===== config.mk =====
export PLATFORM = sky130hd
export DESIGN_NAME = two_wire_master
export DESIGN_NICKNAME = d
export VERILOG_FILES = /design/src/two_wire_pkg.sv /design/src/two_wire_master.sv
export SDC_FILE = /design/constraint.sdc
export NUM_CORES = 1
export LEC_CHECK = 0
export ABC_AREA = 1
export BUFFER_PORTS_ARGS = -buffer_cell sky130_fd_sc_hd__buf_2
export CORE_MARGIN = 5
export CORE_UTILIZATION = 55
export DETAILED_ROUTE_END_ITERATION = 6
export GPL_TIMING_DRIVEN = 0
export PLACE_DENSITY = 0.72
export SLEW_MARGIN = 20
export SYNTH_ARGS = -nofsm -noshare
export SYNTH_HDL_FRONTEND = slang
export SYNTH_SLANG_ARGS = --single-unit

===== constraint.sdc =====
create_clock -name clk_sys -period 3.3 [get_ports clk_sys]
set_input_delay 0.33 -clock clk_sys [delete_from_list [all_inputs] [get_ports clk_sys]]
set_output_delay 0.33 -clock clk_sys [all_outputs]
set_load 0.01 [all_outputs]

===== src/two_wire_pkg.sv =====
// Constants for the two-wire serial master: register map, fields, timing
package two_wire_pkg;
  // Register addresses on the special function register bus
  localparam logic [7:0] SHARED_TRANSMIT_BUFFER_ADDR = 8'h9a;
  localparam logic [7:0] SHARED_RECEIVE_BUFFER_ADDR = 8'h9b;
  localparam logic [7:0] TWO_WIRE_MODE_REGISTER_ADDR = 8'he8;
  localparam logic [7:0] SLAVE_ADDRESS_REGISTER_ADDR = 8'he9;
  localparam logic [7:0] TWO_WIRE_INTERRUPT_STATUS_ADDR = 8'hea;
  // Reset values
  localparam logic [7:0] MODE_RESET = 8'h00;
  localparam logic [7:0] ADDRESS_RESET = 8'h00;
  localparam logic [7:0] STATUS_RESET = 8'h00;
  // Mode register fields
  localparam int INTERFACE_ENABLE_BIT = 7;
  localparam int RATE_LSB = 5;
  localparam int RATE_MSB = 6;
  localparam int RECEIVE_BYTE_COUNT_MSB = 4;
  // Slave address register fields
  localparam int TRANSFER_DIRECTION_BIT = 0;
  // Status register fields
  localparam int BUS_IN_USE_BIT = 7;
  localparam int MISSING_ACK_BIT = 6;
  localparam int RECEIVE_NOT_EMPTY_BIT = 5;
  localparam int TRANSMIT_EMPTY_BIT = 4;
  localparam int FILL_LEVEL_MSB = 3;
  localparam int FILL_LEVEL_LSB = 2;
  localparam int SIMULTANEOUS_ACCESS_BIT = 1;
  localparam int TRANSMIT_OVERFLOW_BIT = 0;
  // Fill level encodings
  localparam logic [1:0] FILL_EMPTY = 2'h0;
  localparam logic [1:0] FILL_HALF = 2'h2;
  localparam logic [1:0] FILL_FULL = 2'h3;
  // One bit is 16 core cycles base, split in 4 quarters; the SCL-high wait makes it 20 at the fastest rate
  localparam int BIT_CYCLES_BASE = 16;
  localparam int QUARTERS_PER_BIT = 4;
  localparam logic [5:0] QUARTER_BASE = 6'(BIT_CYCLES_BASE / QUARTERS_PER_BIT);
  localparam logic [2:0] LAST_BIT = 3'h7;
  // Default FIFO depth
  localparam int FIFO_DEPTH_DEFAULT = 4;
  typedef enum logic [2:0] {
    ST_IDLE = 3'b000,
    ST_START = 3'b001,
    ST_BIT = 3'b011,
    ST_ACK = 3'b010,
    ST_STOP = 3'b110
  } engine_state_type;
endpackage


===== src/two_wire_master.sv =====
// Two-wire serial master: registers, FIFOs, status flags and bus sequencing
//
// What this block does
// - Busy flag in status bit 7 while in use; transmit FIFO drains.
// - Missing slave acknowledge sets bit 6 and stops communication.
// - Receive flag bit 5 set whenever receive FIFO holds a byte.
// - Transmit flag bit 4 set when transmit FIFO becomes empty.
// - Bits 3:2 show fill of active FIFO: 00 empty, 10 half, 11 full.
// - Simultaneous write and read sets access error bit 1.
// - Writing a byte into a full transmit FIFO sets bit 0.
// - Writing zero to a flag bit in 6:4 or 1:0 clears it.
// - Address register LSB selects read or write transfer.
// - Master acknowledges every received byte but the final one automatically.
// - Final received byte gets an automatic not-acknowledge.
// - Address rewrite during transfer gives repeated start, not stop.
// - Address write (address 7:1, direction 0) starts a transfer.
// - Reads stop after receive count plus one bytes, or on error.
// - Transfers start only while interface enable bit 7 is set.
// - Error during a write flushes transmit FIFO and terminates.
`timescale 1ns/1ps
module two_wire_master #(
  parameter int FIFO_DEPTH = two_wire_pkg::FIFO_DEPTH_DEFAULT
) (
  input wire logic clk_sys,
  input wire logic rstn,
  input wire logic [7:0] sfr_addr,
  input wire logic [7:0] sfr_wdata,
  input wire logic sfr_wr,
  input wire logic sfr_rd,
  output logic [7:0] sfr_rdata_q,
  input wire logic scl_in,
  output logic scl_out_q,
  output logic scl_oe_n_q,
  input wire logic sda_in,
  output logic sda_out_q,
  output logic sda_oe_n_q,
  output logic irq_q
);
  import two_wire_pkg::*;

  localparam int PW = $clog2(FIFO_DEPTH);
  localparam int CW = $clog2(FIFO_DEPTH + 1);
  localparam logic [CW-1:0] FULL_COUNT = CW'(FIFO_DEPTH);

  if (FIFO_DEPTH < 2 || (1 << PW) != FIFO_DEPTH) begin : g_bad_depth
    $error("FIFO_DEPTH must be a power of two, at least 2");
  end

  logic [7:0] mode_q;
  logic [7:0] addr_q;
  logic [7:0] tx_mem [FIFO_DEPTH];
  logic [7:0] rx_mem [FIFO_DEPTH];
  logic [PW-1:0] tx_wp_q, tx_rp_q, rx_wp_q, rx_rp_q;
  logic [CW-1:0] tx_cnt_q, rx_cnt_q;
  logic missing_ack_flag_q, receive_not_empty_flag_q, transmit_empty_flag_q;
  logic simultaneous_access_error_q, transmit_overflow_error_q;
  logic [2:0] s1_q, s2_q, s3_q;
  logic scl_hi_q, sda_hi_q;
  engine_state_type state_q;
  logic [1:0] ph_q;
  logic [2:0] bitn_q;
  logic [7:0] shift_q;
  logic [5:0] div_q;
  logic [5:0] rx_taken_q;
  logic bus_in_use_flag_q, pend_q, rd_active_q, addr_ph_q, ack_q;

  logic wr_tx, rd_rx, wr_mode, wr_addr, wr_stat;
  logic tx_full, rx_full, tx_push, tx_pop, tx_flush, rx_push, rx_pop;
  logic tick, go, ack_end, rd_data, nack_err, last_rx, rx_done;
  logic [5:0] quarter_len;
  logic [4:0] rct;
  logic [1:0] fifo_fill_level;
  logic [CW-1:0] active_cnt;

  assign wr_tx = sfr_wr && sfr_addr == SHARED_TRANSMIT_BUFFER_ADDR;
  assign rd_rx = sfr_rd && sfr_addr == SHARED_RECEIVE_BUFFER_ADDR;
  assign wr_mode = sfr_wr && sfr_addr == TWO_WIRE_MODE_REGISTER_ADDR;
  assign wr_addr = sfr_wr && sfr_addr == SLAVE_ADDRESS_REGISTER_ADDR;
  assign wr_stat = sfr_wr && sfr_addr == TWO_WIRE_INTERRUPT_STATUS_ADDR;
  assign rct = mode_q[RECEIVE_BYTE_COUNT_MSB:0];

  assign tx_full = tx_cnt_q == FULL_COUNT;
  assign rx_full = rx_cnt_q == FULL_COUNT;
  assign tx_push = wr_tx && !tx_full;
  assign rx_pop = rd_rx && rx_cnt_q != '0;

  // Quarter-bit tick every 4 * 2^rate core cycles; bit time is 16 * 2^rate core cycles, 20 at rate 0
  assign quarter_len = QUARTER_BASE << mode_q[RATE_MSB:RATE_LSB];
  assign tick = state_q != ST_IDLE && div_q == quarter_len - 6'h01;
  // Slave may stretch the clock: the quarter after the release waits for
  // SCL seen high; waiting on the release quarter itself would deadlock
  assign go = tick && !(ph_q == 2'h2 && !scl_hi_q);
  assign ack_end = state_q == ST_ACK && ph_q == 2'h3 && go;
  assign rd_data = rd_active_q && !addr_ph_q;
  assign last_rx = rx_taken_q == {1'b0, rct};
  assign rx_done = rx_taken_q == 6'({1'b0, rct}) + 6'h01;
  assign nack_err = ack_end && !rd_data && ack_q;
  // Busy drains the transmit FIFO byte by byte into the shift register
  assign tx_pop = ack_end && !nack_err && !rd_active_q
                  && tx_cnt_q != '0;
  assign tx_flush = nack_err && !rd_active_q;
  assign rx_push = state_q == ST_ACK && ph_q == 2'h2 && go && rd_data
                   && !rx_full;

  // Input pins pass three flops; a level counts once stages 2 and 3 agree
  always_ff @(posedge clk_sys) begin
    if (!rstn) begin
      s1_q <= '1;
      s2_q <= '1;
      s3_q <= '1;
      scl_hi_q <= 1'b1;
      sda_hi_q <= 1'b1;
    end else begin
      s1_q <= {1'b0, scl_in, sda_in};
      s2_q <= s1_q;
      s3_q <= s2_q;
      if (s2_q[1] == s3_q[1]) begin
        scl_hi_q <= s3_q[1];
      end
      if (s2_q[0] == s3_q[0]) begin
        sda_hi_q <= s3_q[0];
      end
    end
  end

  always_ff @(posedge clk_sys) begin
    if (!rstn) begin
      mode_q <= MODE_RESET;
      addr_q <= ADDRESS_RESET;
    end else begin
      if (wr_mode) begin
        mode_q <= sfr_wdata;
      end
      if (wr_addr) begin
        addr_q <= sfr_wdata;
      end
    end
  end

  always_ff @(posedge clk_sys) begin
    if (!rstn) begin
      tx_wp_q <= '0;
      tx_rp_q <= '0;
      tx_cnt_q <= '0;
    end else if (tx_flush) begin
      tx_wp_q <= '0;
      tx_rp_q <= '0;
      tx_cnt_q <= '0;
    end else begin
      if (tx_push) begin
        tx_mem[tx_wp_q] <= sfr_wdata;
        tx_wp_q <= tx_wp_q + PW'(1);
      end
      if (tx_pop) begin
        tx_rp_q <= tx_rp_q + PW'(1);
      end
      tx_cnt_q <= tx_cnt_q + CW'(tx_push) - CW'(tx_pop);
    end
  end

  // A full receive FIFO drops the byte; firmware must keep up
  always_ff @(posedge clk_sys) begin
    if (!rstn) begin
      rx_wp_q <= '0;
      rx_rp_q <= '0;
      rx_cnt_q <= '0;
    end else begin
      if (rx_push) begin
        rx_mem[rx_wp_q] <= shift_q;
        rx_wp_q <= rx_wp_q + PW'(1);
      end
      if (rx_pop) begin
        rx_rp_q <= rx_rp_q + PW'(1);
      end
      rx_cnt_q <= rx_cnt_q + CW'(rx_push) - CW'(rx_pop);
    end
  end

  always_ff @(posedge clk_sys) begin
    if (!rstn || state_q == ST_IDLE || tick) begin
      div_q <= '0;
    end else begin
      div_q <= div_q + 6'h01;
    end
  end

  always_ff @(posedge clk_sys) begin
    if (!rstn) begin
      state_q <= ST_IDLE;
      ph_q <= '0;
      bitn_q <= '0;
      shift_q <= '0;
      bus_in_use_flag_q <= 1'b0;
      pend_q <= 1'b0;
      rd_active_q <= 1'b0;
      addr_ph_q <= 1'b0;
      ack_q <= 1'b0;
      rx_taken_q <= '0;
      scl_oe_n_q <= 1'b1;
      sda_oe_n_q <= 1'b1;
    end else begin
      if (wr_addr && mode_q[INTERFACE_ENABLE_BIT]) begin
        if (state_q == ST_IDLE) begin
          state_q <= ST_START;
          ph_q <= '0;
          bus_in_use_flag_q <= 1'b1;
        end else begin
          pend_q <= 1'b1;
        end
      end
      if (go) begin
        ph_q <= ph_q + 2'h1;
      end
      unique case (state_q)
        ST_IDLE: begin
          if (pend_q) begin
            pend_q <= 1'b0;
            state_q <= ST_START;
            ph_q <= '0;
            bus_in_use_flag_q <= 1'b1;
          end
        end
        ST_START: begin
          // Also serves as repeated start, entered with SCL low
          if (go) begin
            unique case (ph_q)
              2'h0: sda_oe_n_q <= 1'b1;
              2'h1: scl_oe_n_q <= 1'b1;
              2'h2: sda_oe_n_q <= 1'b0;
              2'h3: begin
                scl_oe_n_q <= 1'b0;
                shift_q <= addr_q;
                rd_active_q <= addr_q[TRANSFER_DIRECTION_BIT];
                addr_ph_q <= 1'b1;
                rx_taken_q <= '0;
                bitn_q <= '0;
                state_q <= ST_BIT;
              end
            endcase
          end
        end
        ST_BIT: begin
          if (go) begin
            unique case (ph_q)
              2'h0: sda_oe_n_q <= rd_data ? 1'b1 : shift_q[7];
              2'h1: scl_oe_n_q <= 1'b1;
              2'h2: shift_q <= {shift_q[6:0], sda_hi_q};
              2'h3: begin
                scl_oe_n_q <= 1'b0;
                bitn_q <= bitn_q + 3'h1;
                if (bitn_q == LAST_BIT) begin
                  state_q <= ST_ACK;
                end
              end
            endcase
          end
        end
        ST_ACK: begin
          if (go) begin
            unique case (ph_q)
              2'h0: begin
                // Ack every byte but the last, which gets a not-ack
                sda_oe_n_q <= rd_data ? last_rx : 1'b1;
              end
              2'h1: scl_oe_n_q <= 1'b1;
              2'h2: begin
                ack_q <= sda_hi_q;
                if (rd_data) begin
                  rx_taken_q <= rx_taken_q + 6'h01;
                end
              end
              2'h3: begin
                // SDA stays put here; releasing it with SCL falling races
                // into a false stop at the slaves
                scl_oe_n_q <= 1'b0;
                addr_ph_q <= 1'b0;
                bitn_q <= '0;
                if (nack_err) begin
                  state_q <= ST_STOP;
                end else if (rd_active_q && (addr_ph_q || !rx_done)) begin
                  state_q <= ST_BIT;
                end else if (tx_pop) begin
                  shift_q <= tx_mem[tx_rp_q];
                  state_q <= ST_BIT;
                end else if (pend_q) begin
                  // A rewrite in this very cycle stays pending
                  pend_q <= wr_addr && mode_q[INTERFACE_ENABLE_BIT];
                  state_q <= ST_START;
                end else begin
                  state_q <= ST_STOP;
                end
              end
            endcase
          end
        end
        ST_STOP: begin
          if (go) begin
            unique case (ph_q)
              2'h0: sda_oe_n_q <= 1'b0;
              2'h1: scl_oe_n_q <= 1'b1;
              2'h2: sda_oe_n_q <= 1'b1;
              2'h3: begin
                bus_in_use_flag_q <= 1'b0;
                state_q <= ST_IDLE;
              end
            endcase
          end
        end
        default: state_q <= ST_IDLE;
      endcase
    end
  end

  // Open drain: only ever pulls low
  always_ff @(posedge clk_sys) begin
    scl_out_q <= 1'b0;
    sda_out_q <= 1'b0;
  end

  // Flags: a set in the same cycle as a software clear wins
  always_ff @(posedge clk_sys) begin
    if (!rstn) begin
      missing_ack_flag_q <= STATUS_RESET[MISSING_ACK_BIT];
      receive_not_empty_flag_q <= STATUS_RESET[RECEIVE_NOT_EMPTY_BIT];
      transmit_empty_flag_q <= STATUS_RESET[TRANSMIT_EMPTY_BIT];
      simultaneous_access_error_q <= STATUS_RESET[SIMULTANEOUS_ACCESS_BIT];
      transmit_overflow_error_q <= STATUS_RESET[TRANSMIT_OVERFLOW_BIT];
    end else begin
      if (nack_err) begin
        missing_ack_flag_q <= 1'b1;
      end else if (wr_stat && !sfr_wdata[MISSING_ACK_BIT]) begin
        missing_ack_flag_q <= 1'b0;
      end
      if (rx_cnt_q != '0) begin
        receive_not_empty_flag_q <= 1'b1;
      end else if (wr_stat && !sfr_wdata[RECEIVE_NOT_EMPTY_BIT]) begin
        receive_not_empty_flag_q <= 1'b0;
      end
      if ((tx_pop && tx_cnt_q == CW'(1) && !tx_push)
          || (tx_flush && tx_cnt_q != '0)) begin
        transmit_empty_flag_q <= 1'b1;
      end else if (wr_stat && !sfr_wdata[TRANSMIT_EMPTY_BIT]) begin
        transmit_empty_flag_q <= 1'b0;
      end
      if (sfr_wr && sfr_rd) begin
        simultaneous_access_error_q <= 1'b1;
      end else if (wr_stat && !sfr_wdata[SIMULTANEOUS_ACCESS_BIT]) begin
        simultaneous_access_error_q <= 1'b0;
      end
      if (wr_tx && tx_full) begin
        transmit_overflow_error_q <= 1'b1;
      end else if (wr_stat && !sfr_wdata[TRANSMIT_OVERFLOW_BIT]) begin
        transmit_overflow_error_q <= 1'b0;
      end
    end
  end

  // Only one FIFO is active at a time, chosen by the transfer direction
  always_comb begin
    active_cnt = rd_active_q ? rx_cnt_q : tx_cnt_q;
    if (active_cnt == '0) begin
      fifo_fill_level = FILL_EMPTY;
    end else if (active_cnt == FULL_COUNT) begin
      fifo_fill_level = FILL_FULL;
    end else begin
      fifo_fill_level = FILL_HALF;
    end
  end

  always_ff @(posedge clk_sys) begin
    if (!rstn) begin
      irq_q <= 1'b0;
    end else begin
      irq_q <= missing_ack_flag_q || receive_not_empty_flag_q
               || transmit_empty_flag_q;
    end
  end

  // Read data is captured on the read strobe and held until the next read
  always_ff @(posedge clk_sys) begin
    if (!rstn) begin
      sfr_rdata_q <= '0;
    end else if (sfr_rd) begin
      unique case (sfr_addr)
        SHARED_RECEIVE_BUFFER_ADDR: begin
          sfr_rdata_q <= rx_cnt_q != '0 ? rx_mem[rx_rp_q] : 8'h00;
        end
        TWO_WIRE_MODE_REGISTER_ADDR: sfr_rdata_q <= mode_q;
        SLAVE_ADDRESS_REGISTER_ADDR: sfr_rdata_q <= addr_q;
        TWO_WIRE_INTERRUPT_STATUS_ADDR: begin
          sfr_rdata_q <= {bus_in_use_flag_q, missing_ack_flag_q,
                          receive_not_empty_flag_q, transmit_empty_flag_q,
                          fifo_fill_level, simultaneous_access_error_q,
                          transmit_overflow_error_q};
        end
        default: sfr_rdata_q <= 8'h00;
      endcase
    end
  end
endmodule


-- Word level (Yosys, flattened, before mapping)
Memory sizes are Yosys's and may differ from the RTL's. A register that Yosys moved wholly into a read port is not among the register bits.
Cells that the tools add are included.
- divide/modulo/power cells: 0
- bitwise gates (word level): 1
- muxes and demuxes: 106
- $lt $le $gt $ge: 0
- shift operators: 1
- eq/ne operators: 44
- add/subtract/negate cells: 14
- reductions and logical operators: 84
- $mul: 0
- operator list (operator ; number):
    $mux 8 ; 10
    $mux 3 ; 21
    $mux 1 ; 47
    $eq 8x8->1 const B ; 5
    $logic_and 1x1->1 ; 35
    $pmux 8 s4 ; 1
    $mux 6 ; 5
    $ne 2x2->1 const B ; 13
    $pmux 8 s3 ; 1
    $mux 2 ; 10
    $logic_not 1->1 ; 16
    $reduce_bool 2->1 ; 8
    $eq 3x3->1 const B ; 5
    $pmux 3 s5 ; 1
    $reduce_and 5->1 ; 3
    $pmux 1 s2 ; 7
    $add 6x1->6 const B ; 2
    $eq 6x6->1 ; 2
    $ne 2x1->1 const B ; 6
    $pmux 6 s2 ; 1
    $reduce_bool 3->1 ; 4
    $add 2x1->2 const B ; 5
    $reduce_and 10->1 ; 1
    $reduce_and 9->1 ; 1
    26 further kinds ; 40
- memory bits (read-only): 0
- memories kept: 2
- memory bits (writable): 64
- bits in latches: 0
- register bits after elaboration: 87
- memories (name ; depth ; width ; rd ports ; clocked after memory_dff ; write ports ; line ; source):
    rx_mem ; 4 ; 8 ; 1 ; 1 ; 1 ; two_wire_master.sv:52 ; logic [7:0] rx_mem [FIFO_DEPTH];
    tx_mem ; 4 ; 8 ; 1 ; 1 ; 1 ; two_wire_master.sv:51 ; logic [7:0] tx_mem [FIFO_DEPTH];

-- Longest topological paths before layout
- depth in word-level cells: 18
- mapped depth: 18
- gate-level depth less buffers: 18

-- Worst setup path before layout
Ideal clock, no wire load.
- path type: register to register
- start: register div_q[0]
- end: register rx_cnt_q[2]
- required time: 3.178 ns
- path buffers: 0
- cell stages (with the launch flop): 19
- path slack: 0.568 ns
- arrival: 2.611 ns
- period minus slack after synthesis: 2.732 ns
- setup time: 0.122 ns
- path through: dfxtp_1 ha_1 inv_1 nor2_1 nand2_1 nor2_4 nand2_4 nor2_8 nand2_4 inv_2 nand4_2 ha_1 inv_1 ha_1 inv_1 fa_1 xor2_1 o21ai_0 a21oi_1
- longest elaborated chain between the ends: 8
- RTL lines (what ; line ; source):
    from (decl) ; two_wire_master.sv:63 ; logic [5:0] div_q;
    from (signal assigned) ; two_wire_master.sv:183 ; div_q <= div_q + 6'h01;
    $eq 6x6->1 ; two_wire_master.sv:89 ; assign tick = state_q != ST_IDLE && div_q == quarter_len - 6'h01;
    $logic_and 1x1->1 ; two_wire_master.sv:89 ;
    $logic_and 1x1->1 ; two_wire_master.sv:92 ; assign go = tick && !(ph_q == 2'h2 && !scl_hi_q);
    $logic_and 1x1->1 (2 in a row) ; two_wire_master.sv:102 ; assign rx_push = state_q == ST_ACK && ph_q == 2'h2 && go && rd_data
    $logic_and 1x1->1 ; two_wire_master.sv:103 ; && !rx_full;
    $add 3x1->3 ; two_wire_master.sv:175 ; rx_cnt_q <= rx_cnt_q + CW'(rx_push) - CW'(rx_pop);
    $sub 3x1->3 ; two_wire_master.sv:175 ;
    to (signal assigned) ; two_wire_master.sv:175 ;
    to (decl) ; two_wire_master.sv:54 ; logic [CW-1:0] tx_cnt_q, rx_cnt_q;
No other way between the ends.
A chain may end at the register's enable or synchronous reset.

-- Worst setup path in the final report
- start: register div_q[1]
- end: register rx_cnt_q[2]
Same word-level chain as after synthesis.

==> impl_metrics.json <==
{
  "tightestPinTransition_ns": 0.8315,
  "critPathMaxStageDelay_ns": 0.37,
  "critPathRequiredTime_ns": 3.61,
  "syn_inst": 859,
  "setup_viol": 0,
  "drc": 0,
  "fmax_ghz": 0.3335,
  "io_pins": 35,
  "fin_setup_tns_ns": 0,
  "drt_iter0_markers": 587,
  "syn_to_final_growth_pct": 13.21,
  "synth_flop_cell": "dfxtp_1",
  "stdcell_count": 1099,
  "synthArstFlopShare_pct": 0,
  "grt_pass1_wl_mm": 28.32,
  "arrival_ns": 3.30,
  "min_path_cells": 2,
  "slew_headroom_pct": 44.36,
  "port_buffers": 31,
  "start_util_pct": 55.50,
  "ctsHtreeMaxLevel": 4,
  "end_kind": "flop",
  "slowest_stage": "fa_1",
  "via_per_inst": 5.433,
  "synthesis.area_sq_um": 7291,
  "startpoint": "div_q[1]$_SDFF_PP0_",
  "numCtsBuffers": 17,
  "yosysSeqAreaShare_pct": 51.35,
  "synth_warnings": 0,
  "track_usage_pct": 22.79,
  "seqCellArea_sq_um": 3745,
  "hold_violations": 0,
  "grt_max_degree": 17,
  "r2r-start": "div_q[1]$_SDFF_PP0_",
  "die_y_microns": 125.1,
  "p_leak_nw": 3.267,
  "core_sq_um": 13140,
  "vias": 5971,
  "maxCapViolations": 0,
  "synth_seq_cells": 155,
  "first_pass_iters": 5,
  "hold_path_startpoint": "sda_in",
  "root_buffer": "clkbuf_16",
  "dieArea_sq_um": 15660,
  "cp.depth": 18,
  "reg2regPathDepth": 18,
  "clkSinkCount": 155,
  "synth_area_leaders": "edfxtp_1 (26%), dfxtp_1 (25%), nand2_1 (8.5%), a21oi_1 (4.9%), nor2_1 (4.7%)",
  "clock_skew_ns": 0.01015,
  "rsz0062_at_grt": "no",
  "crit_fanout": 8,
  "worstSetupPathType": "flop to flop",
  "dp_hpwl_mm": 12.74,
  "antenna_found_initial": 0,
  "dp_cells": 1067,
  "startpoint_type": "flop",
  "clk_pin_slew_ns": 0.06,
  "clock_latency_ns": 0.43,
  "final.period_utilization_pct": 90.86,
  "status": "complete, no violations",
  "gp_congestion": 0.9107,
  "vdd_ir_drop_max_v": 0.0002816,
  "critPathBufInv": 4,
  "path_cells": "ha_1 -> inv_1 -> nor2_1 -> nand2_1 -> nor2_4 -> nand2_4 -> nor2_8 -> nand2_4 -> inv_6 -> nand4_4 -> ha_1 -> inv_1 -> ha_1 -> inv_1 -> fa_1 -> xor2_1 -> o21ai_0 -> a21oi_1",
  "rows": 42,
  "yosysTopAreaCellShare_pct": 26.36,
  "antenna_left": 0,
  "yosys.area.top_type": "edfxtp_1",
  "grt-ovfl-total": 0,
  "final_layout_size_suffix_gt1_share_pct": 11.81,
  "postSynthAreaPerCell_sq_um": 8.487,
  "synth_common_cells": "nand2_1 (165), nor2_1 (92), dfxtp_1 (91), inv_1 (90), a21oi_1 (71)",
  "yosysUniqueCellTypes": 50,
  "path_delay_family": "adder cells",
  "holdBufCountCts": 0,
  "worst_hold_path_type": "input port to flop",
  "first_global_vias": 5606,
  "n_fill_cell": 1179,
  "nNetsFinal": 955,
  "synth_edf_count": 64,
  "min_period_ns": 2.998,
  "power.density_nw_per_um2": 478.4,
  "drv_slew": 0,
  "cts_tree": "done",
  "post_drt_wl_per_cell_microns": 15.86,
  "wl_mm": 17.43,
  "clockBufferDepth": 2,
  "dieWidth_microns": 125.1,
  "num_antenna_cells": 0,
  "yosysMostFrequentCell": "nand2_1",
  "multiInputGateArea_sq_um": 3058
}
==> routing by layer <==
| metal | GRT usage (%) | vias to the layer above | share of wire [%] |
|---|---|---|---|
| li1 | - | 2973 | - |
| met5 | 0 | - | 0 |
| met4 | 8.801 | 0 | 2.7 |
| met3 | 4.520 | 44 | 6.3 |
| met1 | 30.09 | 2766 | 43 |
| met2 | 37.24 | 188 | 48 |
==> flip-flops by register name, summed over array words and instances, names as in the netlist, 2 cells and up, named ones only <==
signal / flops
shift_q: 8
div_q: 6
s1_q: 2
s3_q: 2
tx_cnt_q: 3
tx_wp_q: 2
rx_taken_q: 6
mode_q: 8
sfr_rdata_q: 8
rx_cnt_q: 3
rx_rp_q: 2
s2_q: 2
tx_rp_q: 2
addr_q: 8
ph_q: 2
rx_mem: 32
bitn_q: 3
rx_wp_q: 2
state_q: 3
tx_mem: 32
==> path summary, 6_finish.rpt <==
| path | endpoint | slack, ns |
|---|---|---|
| setup / recovery | rx_cnt_q[2]$_SDFF_PN0_ | 0.30 |
| hold / removal | s1_q[0]$_SDFF_PN1_ | 0.09 |
| setup reg to reg | rx_cnt_q[2]$_SDFF_PN0_ | 0.30 |
| hold reg to reg | s2_q[1]$_SDFF_PN1_ | 0.42 |
==> stage by stage <==
stage | hold slack [ns] | util [%] | power (mW) | instance area [sq um] | setup slack (ns)
after floorplan | 0.3925 | - | 2.081 | 7295 | 0.5677
after global placement | 0.3962 | 58.38 | 2.127 | 7670 | 0.06759
after detailed placement | 0.4129 | 58.38 | 2.128 | 7670 | 0.02474
after CTS | 0.08152 | 62.68 | 3.962 | 8234 | 0.08309
after global routing | 0.09408 | 62.83 | 4.065 | 8254 | 0.02018
final | 0.09141 | 62.83 | 3.949 | 8254 | 0.3016
==> cells in the final DEF, fill, tap and decap left out, drive strengths merged, types with 5 or more instances in the layout <==
cell / instances
o211ai: 6
clkbuf: 39
inv: 102
a21oi: 75
nor2: 99
nand3: 61
o21ai: 66
buf: 41
xor2: 7
nor3: 12
edfxtp: 64
nand3b: 8
ha: 21
dfxtp: 91
nand2: 173
o22ai: 5
clkinv: 6
nand4: 8
or2: 10
==> worst register-to-register path, stage by stage (launching register included) <==
cell	delay, ns
dfxtp_1	0.35
ha_1	0.20
inv_1	0.06
nor2_1	0.13
nand2_1	0.11
nor2_4	0.12
nand2_4	0.08
nor2_8	0.16
nand2_4	0.14
inv_6	0.13
nand4_4	0.13
ha_1	0.32
inv_1	0.06
ha_1	0.13
inv_1	0.05
fa_1	0.37
xor2_1	0.16
o21ai_0	0.15
a21oi_1	0.05
==> logic make-up (layout without fill, tap and decap cells) <==
kind of cell / count (synthesis) / count (layout) / share of synthesized area [%]
flops: 155 / 155 / 51.35
other cells: 1 / 2 / 0.05144
xor+xnor: 11 / 11 / 1.321
fa+ha+maj: 23 / 23 / 4.153
buf+inv: 127 / 190 / 6.950
simple gates: 373 / 373 / 23.25
compound gates: 169 / 169 / 12.92
==> area by class of cell <==
type	instances	area share, %
buffer	31	1.774
clock buffer	18	5.199
clock inverter	14	1.637
inverter	96	4.426
multi-input combinational	578	37.05
sequential	155	45.37
tap	176	2.668
timing repair buffer	31	1.880
==> timing repair <==
action                                  4_1_cts  5_1_grt
endpoints found under the hold margin         0        0
setup buffers                                 0        0
endpoints found under the setup margin        0        1
gates resized for setup                       0        5
==> where the power goes <==
part	internal (mW)	leakage [nW]	switching (mW)
clock network	1.05	0.277	0.808
registers	1.99	1.40	0.00460
logic	0.0273	1.59	0.0611
total	3.07	3.27	0.874
Note: power is estimated with default switching activity, not from simulation.
